===== config.mk =====
export PLATFORM = sky130hd
export DESIGN_NAME = host_port
export DESIGN_NICKNAME = d
export VERILOG_FILES = /design/src/design/host_port_pkg.sv /design/src/design/host_port.sv
export SDC_FILE = /design/constraint.sdc
export NUM_CORES = 1
export LEC_CHECK = 0
export BUFFER_PORTS_ARGS = -buffer_cell sky130_fd_sc_hd__buf_4
export CAP_MARGIN = 20
export CORE_MARGIN = 8
export CORE_UTILIZATION = 29
export DETAILED_ROUTE_END_ITERATION = 12
export HOLD_SLACK_MARGIN = 0.08
export PLACE_DENSITY = 0.51
export SYNTH_ARGS = -nofsm -noshare
export SYNTH_HDL_FRONTEND = slang
export SYNTH_SLANG_ARGS = --single-unit

===== constraint.sdc =====
create_clock -name mclk_i -period 3.8 [get_ports mclk_i]
set_clock_uncertainty 0.2 [all_clocks]
set_input_delay 0.57 -clock mclk_i [delete_from_list [all_inputs] [get_ports mclk_i]]
set_output_delay 0.57 -clock mclk_i [all_outputs]
set_load 0.01 [all_outputs]

===== src/design/host_port_pkg.sv =====
/*
 * Shared types and constants for the display driver host pin interface.
 * Assumes a single 100 MHz internal clock and a core that owns the RAM.
 */
package host_port_pkg;

   typedef enum logic [3:0] {
      BUS_68      = 4'b0001,
      BUS_80      = 4'b0010,
      BUS_SERIAL  = 4'b0100,
      BUS_INVALID = 4'b1000
   } bus_e;

   typedef enum logic [3:0] {
      W8  = 4'b0001,
      W9  = 4'b0010,
      W16 = 4'b0100,
      W18 = 4'b1000
   } width_e;

   typedef enum logic [3:0] {
      SER_IDLE  = 4'b0001,
      SER_START = 4'b0010,
      SER_DATA  = 4'b0100,
      SER_SKIP  = 4'b1000
   } ser_e;

   typedef struct packed {
      bus_e       bus;
      width_e     width;
      logic       id_bit;
   } mode_s;

   typedef struct packed {
      logic        valid;
      logic        index;
      logic [17:0] data;
   } host_wr_s;

   typedef struct packed {
      logic        valid;
      logic [7:0]  row;
      logic [6:0]  col;
      logic [8:0]  source;
      logic [17:0] data;
   } pixel_wr_s;

   typedef struct packed {
      logic [3:0]  strap;
      logic        cs_n;
      logic        rs;
      logic        wr;
      logic        rd;
      logic        scl;
      logic        serial_in;
      logic        pclk;
      logic        pen;
      logic        vs;
      logic        hs;
      logic [17:0] lanes;
      logic        hw_n;
   } pins_s;

   // Identification upper bits: arbitrary neutral value.
   localparam logic [4:0]  ID_UPPER_DEFAULT = 5'h15;
   localparam logic [8:0]  SOURCE_LAST      = 9'h17f;
   localparam logic [8:0]  SUBPIXELS        = 9'h003;
   localparam int          CLK_PERIOD_NS    = 10;
   localparam int          FRAME_TIME_NS    = 16_666_660;
   localparam int          FRAME_CYCLES     = FRAME_TIME_NS / CLK_PERIOD_NS;
   localparam logic [3:0]  BYTE_LAST        = 4'h7;
   localparam logic [3:0]  WORD_LAST        = 4'hf;
   localparam logic [23:0] SER_OUT_RESET    = 24'h000000;
   localparam mode_s       MODE_RESET       = '{BUS_INVALID, W8, 1'b0};
   localparam pins_s       PINS_RESET       = '{4'h0, 1'b1, 1'b0, 1'b1,
                                                1'b1, 1'b0, 1'b0, 1'b0,
                                                1'b0, 1'b0, 1'b0,
                                                18'h00000, 1'b0};

   function automatic mode_s decode_mode(input logic [3:0] p);
      mode_s m;
      m.id_bit = p[0];
      m.bus    = p[1] ? BUS_80 : BUS_68;
      m.width  = p[3] ? (p[0] ? W9 : W18) : (p[0] ? W8 : W16);
      if (p[2])
      begin
         m.bus = (!p[3] && !p[1]) ? BUS_SERIAL : BUS_INVALID;
      end
      return m;
   endfunction

endpackage


===== src/design/host_port.sv =====
/*
 * Host pin interface of a TFT display driver: parallel, serial and RGB ports.
 * Assumes the bus, strap, RGB timing and reset pins are asynchronous to mclk_i and the core answers reads
 * one cycle after a read request.
 */
`timescale 1ns/1ns

module host_port
   import host_port_pkg::*;
#(
   parameter logic [4:0] ID_UPPER   = ID_UPPER_DEFAULT,
   parameter int         FRAME_CNT  = FRAME_CYCLES
)
(
   input  wire logic                      mclk_i,
   input  wire logic                      rst_n_i,
   input  wire logic                      hardware_reset_n_i,
   input  wire logic [3:0]                interface_strap_pins_i,
   input  wire logic                      chip_select_n_i,
   input  wire logic                      index_or_command_select_i,
   input  wire logic                      write_strobe_or_enable_i,
   input  wire logic                      read_strobe_or_direction_i,
   input  wire logic [17:0]               parallel_data_lanes_i,
   output      logic [17:0]               parallel_data_lanes_o,
   output      logic [17:0]               parallel_data_lanes_oe_o,
   input  wire logic                      serial_clock_i,
   input  wire logic                      serial_in_i,
   output      logic                      serial_out_o,
   input  wire logic                      rgb_mode_i,
   input  wire logic                      pixel_clock_pin_i,
   input  wire logic                      pixel_enable_i,
   input  wire logic                      frame_sync_i,
   input  wire logic                      line_sync_i,
   input  wire logic                      pixel_enable_polarity_i,
   input  wire logic                      frame_sync_polarity_i,
   input  wire logic                      line_sync_polarity_i,
   input  wire logic                      pixel_clock_edge_select_i,
   input  wire logic                      source_scan_reverse_i,
   input  wire logic                      oscillator_ext_select_i,
   input  wire logic [17:0]               core_rd_data_i,
   output      host_port_pkg::host_wr_s   host_wr_o,
   output      logic                      rd_req_o,
   output      logic                      rd_index_o,
   output      host_port_pkg::pixel_wr_s  pixel_wr_o,
   output      logic                      frame_head_pulse_o,
   output      host_port_pkg::mode_s      mode_o,
   output      logic                      clock_source_ext_o
);
   import host_port_pkg::*;

   pins_s       pin_raw;
   pins_s       s1_r;
   pins_s       s2_r;
   pins_s       d_r;
   logic        rst;
   logic        sel;
   logic        cs_fall;
   logic        cs_rise;
   logic        scl_rise;
   logic        scl_fall;
   logic        par;
   logic        narrow;
   logic        wr_done;
   logic        rd_start;
   logic        rd_active;
   logic        pix_edge;
   logic        vs_start;
   logic        hs_start;
   logic [7:0]  sbyte;

   mode_s       mode_r,       mode_nxt;
   logic        half_r,       half_nxt;
   logic [8:0]  hi_r,         hi_nxt;
   logic [17:0] latch_r,      latch_nxt;
   logic [17:0] lanes_r,      lanes_nxt;
   logic [17:0] oe_r,         oe_nxt;
   host_wr_s    wr_r,         wr_nxt;
   logic        rd_req_r,     rd_req_nxt;
   logic        rd_idx_r,     rd_idx_nxt;
   logic        rd_pend_r,    rd_pend_nxt;
   ser_e        ser_r,        ser_nxt;
   logic [3:0]  cnt_r,        cnt_nxt;
   logic [15:0] sin_r,        sin_nxt;
   logic        sidx_r,       sidx_nxt;
   logic        srd_r,        srd_nxt;
   logic [23:0] sout_r,       sout_nxt;
   logic        sdo_r,        sdo_nxt;
   pixel_wr_s   pix_r,        pix_nxt;
   logic [7:0]  row_r,        row_nxt;
   logic [6:0]  col_r,        col_nxt;
   logic [20:0] fcnt_r,       fcnt_nxt;
   logic        flm_r,        flm_nxt;
   logic        ext_r,        ext_nxt;

   assign pin_raw = '{interface_strap_pins_i, chip_select_n_i,
                      index_or_command_select_i, write_strobe_or_enable_i,
                      read_strobe_or_direction_i, serial_clock_i, serial_in_i,
                      pixel_clock_pin_i, pixel_enable_i, frame_sync_i,
                      line_sync_i, parallel_data_lanes_i, hardware_reset_n_i};

   // Two-flop synchroniser for the bus, strap, RGB timing and hardware reset pins, plus a delayed copy for edges.
   always_ff @(posedge mclk_i)
   begin
      if (!rst_n_i)
      begin
         s1_r <= PINS_RESET;
         s2_r <= PINS_RESET;
         d_r  <= PINS_RESET;
      end
      else
      begin
         s1_r <= pin_raw;
         s2_r <= s1_r;
         d_r  <= s2_r;
      end
   end

   assign rst       = !rst_n_i || !s2_r.hw_n;
   assign sel       = !s2_r.cs_n;
   assign cs_fall   = d_r.cs_n && !s2_r.cs_n;
   assign cs_rise   = !d_r.cs_n && s2_r.cs_n;
   assign scl_rise  = !d_r.scl && s2_r.scl;
   assign scl_fall  = d_r.scl && !s2_r.scl;
   assign par       = (mode_r.bus == BUS_68) || (mode_r.bus == BUS_80);
   assign narrow    = (mode_r.width == W8) || (mode_r.width == W9);
   assign wr_done   = par && sel && ((mode_r.bus == BUS_80)
                      ? (!d_r.wr && s2_r.wr)
                      : (d_r.wr && !s2_r.wr && !d_r.rd));
   assign rd_start  = par && sel && ((mode_r.bus == BUS_80)
                      ? (d_r.rd && !s2_r.rd)
                      : (!d_r.wr && s2_r.wr && s2_r.rd));
   assign rd_active = par && sel && ((mode_r.bus == BUS_80)
                      ? !s2_r.rd
                      : (s2_r.wr && s2_r.rd));
   assign pix_edge  = (s2_r.pclk != d_r.pclk)
                      && (s2_r.pclk == pixel_clock_edge_select_i);
   assign vs_start  = (s2_r.vs == frame_sync_polarity_i)
                      && (d_r.vs != frame_sync_polarity_i);
   assign hs_start  = (s2_r.hs == line_sync_polarity_i)
                      && (d_r.hs != line_sync_polarity_i);
   assign sbyte     = {sin_r[6:0], s2_r.serial_in};

   always_comb
   begin
      mode_nxt    = decode_mode(s2_r.strap);
      half_nxt    = half_r;
      hi_nxt      = hi_r;
      latch_nxt   = latch_r;
      lanes_nxt   = lanes_r;
      oe_nxt      = {18{rd_active}};
      wr_nxt      = '0;
      rd_req_nxt  = 1'b0;
      rd_idx_nxt  = rd_idx_r;
      ser_nxt     = ser_r;
      cnt_nxt     = cnt_r;
      sin_nxt     = sin_r;
      sidx_nxt    = sidx_r;
      srd_nxt     = srd_r;
      sout_nxt    = sout_r;
      sdo_nxt     = sdo_r;
      pix_nxt     = pix_r;
      pix_nxt.valid = 1'b0;
      row_nxt     = row_r;
      col_nxt     = col_r;
      fcnt_nxt    = fcnt_r;
      flm_nxt     = 1'b0;
      ext_nxt     = oscillator_ext_select_i;

      if (rd_pend_r)
      begin
         latch_nxt = core_rd_data_i;
      end

      // Parallel write: lanes are taken from the cycle before the strobe edge.
      if (wr_done)
      begin
         wr_nxt.index = d_r.rs;
         latch_nxt    = '0;
         case (mode_r.width)
            W18: wr_nxt = '{1'b1, d_r.rs, d_r.lanes};
            W16: wr_nxt = '{1'b1, d_r.rs,
                            {2'b00, d_r.lanes[17:10], d_r.lanes[8:1]}};
            W9:
            begin
               if (half_r)
               begin
                  wr_nxt = '{1'b1, d_r.rs, {hi_r, d_r.lanes[17:9]}};
               end
               hi_nxt   = d_r.lanes[17:9];
               half_nxt = !half_r;
            end
            default:
            begin
               if (half_r)
               begin
                  wr_nxt = '{1'b1, d_r.rs,
                             {2'b00, hi_r[7:0], d_r.lanes[17:10]}};
               end
               hi_nxt   = {1'b0, d_r.lanes[17:10]};
               half_nxt = !half_r;
            end
         endcase
      end

      // Parallel read: the latch shows the previous answer, so the first is a dummy.
      if (rd_start)
      begin
         if (!narrow || !half_r)
         begin
            rd_req_nxt = 1'b1;
            rd_idx_nxt = s2_r.rs;
         end
         case (mode_r.width)
            W18: lanes_nxt = latch_r;
            W16: lanes_nxt = {latch_r[15:8], 1'b0, latch_r[7:0], 1'b0};
            W9:  lanes_nxt = half_r ? {latch_r[8:0], 9'h000}
                                    : {latch_r[17:9], 9'h000};
            default: lanes_nxt = half_r ? {latch_r[7:0], 10'h000}
                                        : {latch_r[15:8], 10'h000};
         endcase
         if (narrow)
         begin
            half_nxt = !half_r;
         end
      end

      if (cs_rise)
      begin
         half_nxt = 1'b0;
      end

      // Serial transfer framed by chip select, most significant bit first.
      case (ser_r)
         SER_IDLE:
         begin
            if (cs_fall && mode_r.bus == BUS_SERIAL)
            begin
               ser_nxt = SER_START;
               cnt_nxt = '0;
            end
         end
         SER_START:
         begin
            if (scl_rise)
            begin
               sin_nxt = {sin_r[14:0], s2_r.serial_in};
               cnt_nxt = cnt_r + 4'h1;
               if (cnt_r == BYTE_LAST)
               begin
                  cnt_nxt  = '0;
                  sidx_nxt = sbyte[1];
                  srd_nxt  = sbyte[0];
                  ser_nxt  = SER_SKIP;
                  if (sbyte[7:2] == {ID_UPPER, mode_r.id_bit})
                  begin
                     ser_nxt    = SER_DATA;
                     rd_req_nxt = sbyte[0];
                     rd_idx_nxt = sbyte[1];
                  end
               end
            end
         end
         SER_DATA:
         begin
            if (srd_r)
            begin
               if (rd_pend_r)
               begin
                  sout_nxt = {8'h00, core_rd_data_i[15:0]};
               end
               if (scl_fall)
               begin
                  sdo_nxt  = sout_r[23];
                  sout_nxt = {sout_r[22:0], 1'b0};
               end
            end
            else if (scl_rise)
            begin
               sin_nxt = {sin_r[14:0], s2_r.serial_in};
               cnt_nxt = cnt_r + 4'h1;
               if (cnt_r == WORD_LAST)
               begin
                  wr_nxt    = '{1'b1, sidx_r, {2'b00, sin_r[14:0], s2_r.serial_in}};
                  latch_nxt = '0;
               end
            end
         end
         default:
         begin
            ser_nxt = ser_r;
         end
      endcase
      if (cs_rise || mode_r.bus != BUS_SERIAL)
      begin
         ser_nxt  = SER_IDLE;
         sdo_nxt  = 1'b0;
         sout_nxt = SER_OUT_RESET;
      end

      // RGB port: frame sync start clears the address, line sync start clears the column and steps the row, enable gates the write.
      if (rgb_mode_i)
      begin
         if (vs_start)
         begin
            row_nxt = '0;
            col_nxt = '0;
            flm_nxt = 1'b1;
         end
         else if (hs_start)
         begin
            row_nxt = row_r + 8'h01;
            col_nxt = '0;
         end
         else if (pix_edge && (s2_r.pen == pixel_enable_polarity_i))
         begin
            pix_nxt.valid  = 1'b1;
            pix_nxt.row    = row_r;
            pix_nxt.col    = col_r;
            pix_nxt.data   = d_r.lanes;
            pix_nxt.source = source_scan_reverse_i
                             ? SOURCE_LAST - {2'b00, col_r} * SUBPIXELS
                             : {2'b00, col_r} * SUBPIXELS;
            col_nxt        = col_r + 7'h01;
         end
         fcnt_nxt = '0;
      end
      else if (fcnt_r == 21'(FRAME_CNT - 1))
      begin
         fcnt_nxt = '0;
         flm_nxt  = 1'b1;
      end
      else
      begin
         fcnt_nxt = fcnt_r + 21'h000001;
      end
   end

   assign rd_pend_nxt = rd_req_r;

   always_ff @(posedge mclk_i)
   begin
      if (rst)
      begin
         mode_r    <= MODE_RESET;
         half_r    <= 1'b0;
         hi_r      <= '0;
         latch_r   <= '0;
         lanes_r   <= '0;
         oe_r      <= '0;
         wr_r      <= '0;
         rd_req_r  <= 1'b0;
         rd_idx_r  <= 1'b0;
         rd_pend_r <= 1'b0;
         ser_r     <= SER_IDLE;
         cnt_r     <= '0;
         sin_r     <= '0;
         sidx_r    <= 1'b0;
         srd_r     <= 1'b0;
         sout_r    <= SER_OUT_RESET;
         sdo_r     <= 1'b0;
         pix_r     <= '0;
         row_r     <= '0;
         col_r     <= '0;
         fcnt_r    <= '0;
         flm_r     <= 1'b0;
         ext_r     <= 1'b0;
      end
      else
      begin
         mode_r    <= mode_nxt;
         half_r    <= half_nxt;
         hi_r      <= hi_nxt;
         latch_r   <= latch_nxt;
         lanes_r   <= lanes_nxt;
         oe_r      <= oe_nxt;
         wr_r      <= wr_nxt;
         rd_req_r  <= rd_req_nxt;
         rd_idx_r  <= rd_idx_nxt;
         rd_pend_r <= rd_pend_nxt;
         ser_r     <= ser_nxt;
         cnt_r     <= cnt_nxt;
         sin_r     <= sin_nxt;
         sidx_r    <= sidx_nxt;
         srd_r     <= srd_nxt;
         sout_r    <= sout_nxt;
         sdo_r     <= sdo_nxt;
         pix_r     <= pix_nxt;
         row_r     <= row_nxt;
         col_r     <= col_nxt;
         fcnt_r    <= fcnt_nxt;
         flm_r     <= flm_nxt;
         ext_r     <= ext_nxt;
      end
   end

   assign parallel_data_lanes_o    = lanes_r;
   assign parallel_data_lanes_oe_o = oe_r;
   assign serial_out_o             = sdo_r;
   assign host_wr_o                = wr_r;
   assign rd_req_o                 = rd_req_r;
   assign rd_index_o               = rd_idx_r;
   assign pixel_wr_o               = pix_r;
   assign frame_head_pulse_o       = flm_r;
   assign mode_o                   = mode_r;
   assign clock_source_ext_o       = ext_r;

endmodule


# Word level (Yosys, flattened, before mapping)
# Index checks and enable logic that the tools add are counted.
dict set report totals {
  ff_bits 303
  inputBits 60
  output_inout_bits 113
  elab_cells 232
}
dict set report classes {
  add_sub_neg 5
  mul 1
  eq_ne 27
  mux 69
  bitwise_logic 4
  reduce_logical 60
}
# operator n
set op_table {}
lappend op_table {{two-way mux 18 bit} 8}
lappend op_table {{two-way mux 20 bit} 7}
lappend op_table {{case mux 20 bit (3 select lines)} 1}
lappend op_table {{case mux 18 bit (3 select lines)} 1}
lappend op_table {{two-way mux 4 bit} 13}
lappend op_table {{two-way mux 24 bit} 2}
lappend op_table {{two-way mux 43 bit} 1}
lappend op_table {{two-way mux 16 bit} 2}
lappend op_table {{case mux 16 bit (2 select lines)} 1}
lappend op_table {{two-way mux 1 bit} 22}
lappend op_table {{adder 21 x 1 -> 21 bit, second input constant} 1}
lappend op_table {{== test 21 bit, second input constant} 1}
lappend op_table {{two-way mux 7 bit} 3}
lappend op_table {{logical AND 1 bit} 20}
lappend op_table {{case mux 9 bit (2 select lines)} 1}
lappend op_table {{== test 4 x 3 -> 1 bit, second input constant} 4}
lappend op_table {{two-way mux 8 bit} 2}
lappend op_table {{logical NOT 1 bit} 14}
lappend op_table {{== test 4 x 1 -> 1 bit, second input constant} 3}
lappend op_table {{== test 4 x 2 -> 1 bit, second input constant} 3}
lappend op_table {{case mux 4 bit (3 select lines)} 1}
lappend op_table {{inequality test 2 bit, second input constant} 5}
lappend op_table {{multiplier 7 x 2 -> 9 bit, second input constant} 1}
lappend op_table {{two-way mux 9 bit} 1}
lappend op_table {{other kinds (23)} 48}

# Depth between registers and ports, before layout
# Gate-level depths: netlist of run 1.
dict set report logic_depth {
  ltp_word 10
  mapped_depth 10
  depth_no_buf 9
}

# Worst setup path before layout of run 1
# No wires, ideal clock.
dict set report synth_timing {
  kind {reg-to-reg}
  startpoint {register col_r[0]}
  endpoint {register pix_r, in the netlist pixel_wr_o[26]}
  setup_time_ns 0.132
  arrival_ns 2.004
  t_required_ns 3.468
  path_slack_ns 1.464
  stages_incl_launch_ff 10
  n_path_buf 0
  synth_period_minus_slack_ns 2.336
  path_cell_list {dfxtp_1 > ha_1 > inv_1 > fa_1 > nand2b_1 > a2111oi_0 > a211oi_1 > xor2_1 > nand2_1 > a21oi_1}
}
dict set report synth_via {
  elab_chain_cells 3
}
# item line
set synth_rtl {}
lappend synth_rtl {{start, declared} host_port.sv:90} ;# logic [6:0] col_r, col_nxt;
lappend synth_rtl {{start signal, assigned} host_port.sv:389} ;# col_r <= col_nxt;
lappend synth_rtl {{multiplier 7 x 2 -> 9 bit *} {host_port.sv:321, host_port.sv:322}}
lappend synth_rtl {{subtractor 9 bit} host_port.sv:321} ;# ? SOURCE_LAST - {2'b00, col_r} * SUBPIXELS
lappend synth_rtl {{two-way mux 9 bit *} host_port.sv:321}
lappend synth_rtl {{end signal, assigned} host_port.sv:387} ;# pix_r <= pix_nxt;
lappend synth_rtl {{end, declared} host_port.sv:88} ;# pixel_wr_s pix_r, pix_nxt;
# Mark *: on every way between the ends. The rest lies on a longest branch, timed or not.
# A chain may end at the register's enable or synchronous reset.

# Worst setup path after layout of run 1
dict set report layout_timing {
  startpoint {register mode_r, in the netlist mode_o[2]}
  endpoint {register wr_r, in the netlist host_wr_o[3]}
}
dict set report layout_via {
  elab_chain_cells 7
  word_cells_on_any_way 9
  cone_classes {eq/ne: 3; mux: 6}
}
# item line
set layout_rtl {}
lappend layout_rtl {{start, declared} host_port.sv:71} ;# mode_s mode_r, mode_nxt;
lappend layout_rtl {{start signal, assigned} host_port.sv:370} ;# mode_r <= mode_nxt;
lappend layout_rtl {{== test 4 x 2 -> 1 bit, or another cell as far along} host_port.sv:179} ;# case (mode_r.width)
lappend layout_rtl {{case mux 20 bit (3 select lines) *} host_port.sv:179}
lappend layout_rtl {{two-way mux 20 bit *} host_port.sv:175} ;# if (wr_done)
lappend layout_rtl {{two-way mux 20 bit} host_port.sv:281} ;# if (cnt_r == WORD_LAST)
lappend layout_rtl {{two-way mux 20 bit} host_port.sv:277} ;# else if (scl_rise)
lappend layout_rtl {{two-way mux 20 bit} host_port.sv:265} ;# if (srd_r)
lappend layout_rtl {{two-way mux 20 bit *} host_port.sv:233} ;# case (ser_r)
lappend layout_rtl {{end signal, assigned} host_port.sv:376} ;# wr_r <= wr_nxt;
lappend layout_rtl {{end, declared} host_port.sv:77} ;# host_wr_s wr_r, wr_nxt;
# Marks and branches as above.

==> results.md, run 1 <==
- Status: completed
- Sequential area share after synthesis: 0.506
- Area occupied by registers: 6050 sq um
- MaxCap Viol Count: 0
- Layout cells sized above 1: 0.179
- Post-synthesis mux area share: 0.0520
- Cells after Synth: 1,284
- Part of the cycle the worst path needs: 0.717
- Die Y: 219 um
- NumNets Final: 1,518
- CTS max path bufs: 3
- Largest family of logic cells by synthesized area: simple AND/OR/NAND/NOR gates
- Req. time, crit path: 4.01 ns
- Switching Fraction: 0.206
- Clk_lat worst skew: 0.52 ns
- Crit. End Element: register
- Vias per cell: 4.72
- Final Hold Vio Count: 0
- P&R area growth vs syn: 26.4%
- Total number of vias: 9,455
- Register clock-pin slew on the reported worst setup and hold paths: 0.06 ns
- Yosys reg bits: 302
- CP startpoint kind: register
- Setup Fix Bufs, Post-CTS: 0
- Most used DFF post-synth: dfxtp_1
- Die area: 47,900 sq um
- GP Congestion: 0.865
- Buffers on Ports: 172
- Drt drc: 0
- Num rows: 74
- Final setup fails: 0
- Initial core utilization: 0.293
- Max-slew violation count: 0
- R2R setup slack: 1.07 ns
- Crit path kind: register to register
- 1st-iter DRT viols: 671
- Crit path arrival time: 2.94 ns
- Peak VDD IR: 0.258 mV
- Clk sinks: 302
- R2R cell count: 4
- Die X: 219 um
- Hold Path Cell Cnt: 2
- Comb pwr share: 0.028
- XOR/XNOR share of the synthesized area: 0.0359
- Place WS: 0.880 ns
- Setup TNS: 0 ns
- Distinct cells, synth: 68
- Post-synthesis simple-gate area fraction: 0.213
- Io pins: 173
- DP Wirelength: 22,700 um
- Asr flop ratio synth: 0
- Pwr Density: 460 nW/um^2
- Avg Inst Size Synth: 9.30 sq um
- Pin count of the biggest net entering global routing: 95
- Root Buffer: clkbuf_16
- GR Util All Layers: 0.132
- Core ar.: 40,700 sq um
- Vias in the first global route: 9,123
- Fmax: 0.367 GHz
- Num CTS Buffers: 36
- Worst hold path class: input port to register
- Initial antenna violation count: 3
- Final routed wire length divided by cell count: 16.2 um
- Syn nets: 1,357
- Worst reg2reg endpoint: host_wr_o[3]$_SDFF_PP0_
- Total Power: 6.94 mW
- Synthesized cell area: 11,900 sq um
- Htree depth: 2
- Hold path start: parallel_data_lanes_i[10]
- Grt ovf: 0
- Post-synth EDFFs: 0
- RSZ-0062 raised after global routing: no
- RR Startpoint: mode_o[2]$_SDFF_PP0_
- Slew headroom: 0.320
- Placed cell area: 13,500 sq um
- Actual slew at the worst max-slew pin: 1.02 ns
- Resized Gates After CTS: 0
- Antenna viol nets, final: 0
- Hold endpoint: s1_r[11]$_SDFF_PN0_
- Leakage power: 5.56 nW
- Drt pass-1 iters: 5
- Synth Warn #: 0
- Reg power frac: 0.466
- Clock power share: 0.505
- Internal Power: 5.51 mW
- CTS tree: yes
- First-pass GRT wire length: 51,000 um
- Final Critical Period: 2.73 ns
- WL final: 32,400 um
- Fin worst setup slack: 1.07 ns
- Finished Cell Area: 15,100 sq um
- Worst-path fanout max: 21
- Synth Area in Compound Gates: 0.133
- Multi-input gate area: 5370 sq um
- P_sw: 1.43 mW
- # fillers: 4,131
- Post-synthesis adder-cell area fraction: 0.0143
-- kinds of logic (layout without fill, tap and decap cells) --
group / Yosys count / in the layout
flip-flops: 302 / 302
multiplexers: 62 / 62
other: 0 / 1
AND/OR/NAND/NOR: 514 / 514
adder cells (fa/ha/maj): 13 / 13
buffers and inverters: 110 / 297
AO/OA/AOI/OAI: 234 / 234
XOR/XNOR: 49 / 49
-- cell usage in the layout (no fill, tap or decap), types with 11 or more instances in the layout --
cell,instances
a22o_1,16
dlygate4sd3_1,33
nand2_1,136
ha_1,12
a211oi_1,21
o21ai_1,11
and2_1,86
a21oi_1,78
xnor2_1,28
clkbuf_16,37
o21ai_0,22
buf_4,187
nor2_1,156
and3_1,11
clkbuf_8,11
mux2i_1,62
nor3_1,23
a22oi_1,23
nand2b_1,18
xor2_1,21
dfxtp_1,302
nand3_1,22
a222oi_1,16
inv_1,13
-- worst max-delay path, stage by stage (launching register included) --
cell,delay (ns)
dfxtp_1,0.57
nor4b_4,0.56
and2_1,0.79
a222oi_1,0.26
o21ai_0,0.24
-- metal layers --
layer,global-route usage,wire (um),share of wire
met1,0.170,14700,0.45
met2,0.204,14300,0.44
met3,0.0377,2180,0.067
met4,0.0596,1170,0.036
met5,0,25,0.00077
-- area by class of cell --
type | instances | share of cell area
flip-flops and latches | 302 | 0.401
multi-input cells | 872 | 0.356
well taps | 532 | 0.0441
inverters | 13 | 0.00323
diodes | 1 | 0.000166
clock buffers | 55 | 0.0731
clock inverters | 9 | 0.00829
repair buffers | 220 | 0.115
-- how the worst max path moves through the flow --
stage	start	end	depth (start not counted)
floorplan	col_r[0]$_SDFFE_PP0P_	pixel_wr_o[26]$_SDFFE_PP0P_	9
global placement	mode_o[4]$_SDFF_PP0_	host_wr_o[3]$_SDFF_PP0_	7
detailed placement	mode_o[4]$_SDFF_PP0_	host_wr_o[3]$_SDFF_PP0_	7
CTS	mode_o[4]$_SDFF_PP0_	host_wr_o[3]$_SDFF_PP0_	7
global route	col_r[0]$_SDFFE_PP0P_	pixel_wr_o[26]$_SDFFE_PP0P_	9
finish	mode_o[2]$_SDFF_PP0_	host_wr_o[3]$_SDFF_PP0_	4
-- power by group through the flow --
stage	combinational [mW]	clock (mW)	sequential (mW)
floorplan	0.0891	0	3.29
global placement	0.172	0	3.30
detailed placement	0.172	0	3.30
CTS	0.202	3.65	3.23
global route	0.218	3.77	3.24
finish	0.197	3.51	3.23
-- stage by stage --
stage,instances,hold slack (ns),util
after global placement,1905,0.203,0.332
after detailed placement,1905,0.198,0.332
after floorplan,1284,0.186,-
final,2004,0.114,0.370
after CTS,2002,0.0817,0.370
after global routing,2004,0.0922,0.370
-- synth_stat cells (6+ instances only) --
cell type / count / area [sq um]
buf_2: 18 / 90.1
a21oi_1: 78 / 390
nand3_1: 22 / 110
xnor2_1: 28 / 245
a211oi_1: 21 / 158
clkbuf_1: 49 / 184
a222oi_1: 16 / 160
nand2_1: 137 / 514
a311oi_1: 7 / 61.3
a22o_1: 16 / 140
o22ai_1: 6 / 37.5
a22oi_1: 23 / 173
xor2_1: 21 / 184
or3_1: 6 / 37.5
nor2b_1: 9 / 56.3
and2_1: 86 / 538
ha_1: 12 / 150
nor2_1: 156 / 586
nand2b_1: 18 / 113
o21ai_1: 11 / 55.1
buf_4: 23 / 173
o21ai_0: 22 / 110
inv_1: 13 / 48.8
and3_1: 11 / 68.8
nor3_1: 24 / 120
dfxtp_1: 302 / 6050
mux2i_1: 62 / 621
nor3b_1: 6 / 45.0
nand4_1: 9 / 56.3
-- repair_timing --
action | in CTS | in global routing
endpoints found under the hold margin | 33 | 0
hold buffers | 33 | 0
setup endpoints to repair | 0 | 0
-- sequential cells by signal, indices dropped and copies added, names as in the netlist, 4 cells and up --
name,flops
pixel_wr_o,43
s1_r,33
s2_r,32
d_r,26
sout_r,24
fcnt_r,21
host_wr_o,20
latch_r,18
parallel_data_lanes_o,18
sin_r,15
hi_r,9
mode_o,9
row_r,8
col_r,7
cnt_r,4
ser_r,4
Note: power is estimated with default switching activity, not from simulation.
==> inputs of run 2 (changes only) <==
ABC_AREA = 1   (was default)
PLACE_DENSITY = 0.52   (was 0.51)
clock period = 2.31 ns   (was 3.8 ns; I/O delays follow)
==> results.md, run 2 <==
- Status: completed (unchanged)
- Resized Gates After CTS: 0 (unchanged)
- Post-Route Utilization: 0.370 (about the same)
- Crit path kind: register to register (unchanged)
- RSZ-0062 raised after global routing: no (unchanged)
- Most frequent cells in the layout: 371 x nand2_1, 302 x dfxtp_1, 204 x inv_1, 188 x buf_4, 132 x nor2_1 (was 302 x dfxtp_1, 187 x buf_4, 156 x nor2_1, 136 x nand2_1, 86 x and2_1)
- Part of the cycle the worst path needs: 0.902 (was 0.717)
- Core ar.: 43,900 sq um (was 40,700 sq um)
- Cell Chain, Critical Path: ha_1 > inv_1 > fa_1 > inv_1 > nand3_1 > nand3_1 > nand2_1 > nand2_1 > nand3_1 > nand3_1 > nand2_1 > inv_1 (was nor4b_4 > and2_1 > a222oi_1 > o21ai_0)
- GP Congestion: 0.856 (was 0.865)
- Worst-path fanout max: 4 (was 21)
- Vias in the first global route: 10,824 (was 9,123)
- Clk sinks: 302 (unchanged)
- Share of the synthesized area in the top cell type: 0.472 (was 0.506)
- Vias per cell: 4.45 (was 4.72)
- Synth area leader: dfxtp_1 (unchanged)
- Crit. End Element: register (unchanged)
- CTS max path bufs: 3 (unchanged)
- Internal Power: 9.21 mW (was 5.51 mW)
- Synth Warn #: 0 (unchanged)
- Crit path arrival time: 2.35 ns (was 2.94 ns)
- WL final: 36,400 um (was 32,400 um)
- Most used DFF post-synth: dfxtp_1 (unchanged)
- Die area: 51,100 sq um (was 47,900 sq um)
- Hold Path Cell Cnt: 4 (was 2)
- P_sw: 2.44 mW (was 1.43 mW)
- Fmax: 0.480 GHz (was 0.367 GHz)
- Initial antenna violation count: 0 (was 3)
- GR Util All Layers: 0.141 (was 0.132)
- Total number of vias: 11,099 (was 9,455)
- N_diodes: 0 (was 1)
- Die Y: 226 um (was 219 um)
- Post-synthesis mux area share: 0 (was 0.0520)
- Grt ovf: 0 (unchanged)
- Setup TNS: 0 ns (unchanged)
- Setup Fix Bufs, Post-CTS: 0 (unchanged)
- Root Buffer: clkbuf_16 (unchanged)
- RR Startpoint: col_r[1]$_SDFFE_PP0P_ (was mode_o[2]$_SDFF_PP0_)
- Finished Cell Area: 16,300 sq um (was 15,100 sq um)
- Worst hold path class: input port to register (unchanged)
- Comb pwr share: 0.035 (was 0.028)
- Placed cell area: 14,500 sq um (was 13,500 sq um)
- Initial core utilization: 0.292 (was 0.293)
- Final Hold Vio Count: 0 (unchanged)
- Final setup fails: 0 (unchanged)
- CTS tree: yes (unchanged)
- Die X: 226 um (was 219 um)
- Leading cell type in the layout, fill and taps excluded: nand2_1 (was dfxtp_1)
- R2R cell count: 12 (was 4)
- Synth area leaders: dfxtp_1 47%, nand2_1 11%, inv_1 6.0%, a21oi_1 4.8%, o21ai_0 4.5% (was dfxtp_1 51%, mux2i_1 5.2%, nor2_1 4.9%, and2_1 4.5%, nand2_1 4.3%)
- Most common cell on crit path: nand3_1
- Reg power frac: 0.457 (was 0.466)
- XOR/XNOR share of the synthesized area: 0.0185 (was 0.0359)
- Switching Fraction: 0.209 (was 0.206)
- Synth Area in Compound Gates: 0.139 (was 0.133)
- R2R setup slack: 0.23 ns (was 1.07 ns)
- Cell with the most instances after synthesis: nand2_1 (was dfxtp_1)
- Post-synth EDFFs: 0 (unchanged)
- Actual slew at the worst max-slew pin: 0.927 ns (was 1.02 ns)
- Req. time, crit path: 2.57 ns (was 4.01 ns)
- Clock power share: 0.508 (was 0.505)
- Max reg flops: 43 (unchanged)
- Syn nets: 1,761 (was 1,357)
- Largest family of logic cells by synthesized area: simple AND/OR/NAND/NOR gates (unchanged)
- Distinct cells, synth: 52 (was 68)
- Sequential area share after synthesis: 0.472 (was 0.506)
- NumNets Final: 1,950 (was 1,518)
- Synthesized cell area: 12,800 sq um (was 11,900 sq um)
- Num CTS Buffers: 36 (unchanged)
- Htree depth: 2 (unchanged)
- First-pass GRT wire length: 58,800 um (was 51,000 um)
- Avg Inst Size Synth: 7.59 sq um (was 9.30 sq um)
- Final Critical Period: 2.08 ns (was 2.73 ns)
- DP Wirelength: 26,100 um (was 22,700 um)
- MaxCap Viol Count: 0 (unchanged)
- Io pins: 173 (unchanged)
- 1st-iter DRT viols: 801 (was 671)
- Cells after Synth: 1,688 (was 1,284)
- Final routed wire length divided by cell count: 14.6 um (was 16.2 um)
- Hold endpoint: rd_pend_r$_SDFF_PP0_ (was s1_r[11]$_SDFF_PN0_)
- Buffers on Ports: 172 (unchanged)
- Peak VDD IR: 0.457 mV (was 0.258 mV)
- Max-slew violation count: 0 (unchanged)
- Clk_lat worst skew: 0.52 ns (about the same)
- Pwr Density: 716 nW/um^2 (was 460 nW/um^2)
- P&R area growth vs syn: 26.9% (was 26.4%)
- Slew headroom: 0.382 (was 0.320)
- Yosys reg bits: 302 (unchanged)
- Antenna viol nets, final: 0 (unchanged)
- Post-synthesis simple-gate area fraction: 0.248 (was 0.213)
- Synth cell count leaders: 371 x nand2_1, 302 x dfxtp_1, 204 x inv_1, 132 x nor2_1, 122 x a21oi_1 (was 302 x dfxtp_1, 156 x nor2_1, 137 x nand2_1, 86 x and2_1, 78 x a21oi_1)
- Crit path launch: col_r[1]$_SDFFE_PP0P_ (was mode_o[2]$_SDFF_PP0_)
- Worst reg2reg endpoint: pixel_wr_o[26]$_SDFFE_PP0P_ (was host_wr_o[3]$_SDFF_PP0_)
- Crit path max-delay cell type: fa_1 (was and2_1)
- Post-synthesis adder-cell area fraction: 0.0133 (was 0.0143)
- Hold path start: rst_n_i (was parallel_data_lanes_i[10])
- Num rows: 77 (was 74)
- CP startpoint kind: register (unchanged)
- Pin count of the biggest net entering global routing: 102 (was 95)
- Layout cells sized above 1: 0.169 (was 0.179)
- Drt drc: 0 (unchanged)
- CP peak stage delay: 0.41 ns (was 0.79 ns)
- Asr flop ratio synth: 0 (unchanged)
- Register clock-pin slew on the reported worst setup and hold paths: 0.06 ns (about the same)
- Drt pass-1 iters: 5 (unchanged)
- Leakage power: 6.97 nW (was 5.56 nW)
==> run 2: cell count changes after synthesis, moves of 20 or more <==
cell / change
nand2_1: +234
inv_1: +191
o21ai_0: +93
and2_1: -86
nand3_1: +66
mux2i_1: -62
a21oi_1: +44
o21ai_1: +25
nor2_1: -24
a22oi_1: -22
nand4_1: +21
a211oi_1: -20
inv_2: +20
==> run 2: logic make-up after synthesis <==
group,count (synthesis)
simple gates,705
xor+xnor,27
flops,302
buf+inv,320
fa+ha+maj,13
compound gates,321
==> run 2: layer usage <==
layer	vias up	part of all wire	global-route usage
met5	-	0	0
li1	5759	-	-
met2	231	0.46	0.228
met4	0	0.025	0.0492
met1	5052	0.47	0.187
met3	57	0.046	0.0280
==> run 2: power groups by stage <==
stage	Sequential [mW]	Clock (mW)	Combinational [mW]
after CTS	5.32	6.11	0.418
final	5.32	5.92	0.409
after global routing	5.32	6.33	0.462
after detailed placement	5.44	0	0.344
after floorplan	5.42	0	0.180
after global placement	5.43	0	0.341
==> run 2: worst max-delay path by stage <==
stage                             endpoint  slack, ns  cells past startpoint
3_3_place_gp         col_r[1]$_SDFFE_PP0P_       0.28                      8
4_1_cts        pixel_wr_o[26]$_SDFFE_PP0P_       0.22                     12
5_1_grt        pixel_wr_o[26]$_SDFFE_PP0P_       0.01                     12
3_5_place_dp         col_r[1]$_SDFFE_PP0P_       0.24                      8
2_1_floorplan  pixel_wr_o[26]$_SDFFE_PP0P_       0.38                     12
6_report       pixel_wr_o[26]$_SDFFE_PP0P_       0.23                     12
==> run 2: layout make-up <==
type	instances	area, sq um
Tap cell	592	741
Clock inverter	11	184
Fill cell	4620	27700
Sequential cell	302	6050
Clock buffer	51	1060
Multi-Input combinational cell	1066	5360
Timing Repair Buffer	246	2020
Inverter	225	845
==> run 2: what timing repair did <==
item,4_1_cts,5_1_grt
endpoints found under the setup margin,0,0
hold buffers,55,0
endpoints found under the hold margin,83,0
==> run 2: through the flow <==
stage	setup WS (ns)	hold WS, ns	cells	power (mW)
2_1_floorplan	0.384	0.180	1688	5.60
3_3_place_gp	0.284	0.190	2376	5.78
3_5_place_dp	0.243	0.199	2376	5.78
4_1_cts	0.215	0.165	2493	11.8
5_1_grt	0.0146	0.194	2493	12.1
6_report	0.226	0.185	2493	11.6
==> run 2: critical path: cells and delay by family (launching register included) <==
kind | cells | cell delay (ns)
fa+ha+maj | 2 | 0.66
buf+inv | 3 | 0.22
flops | 1 | 0.36
simple gates | 7 | 0.60
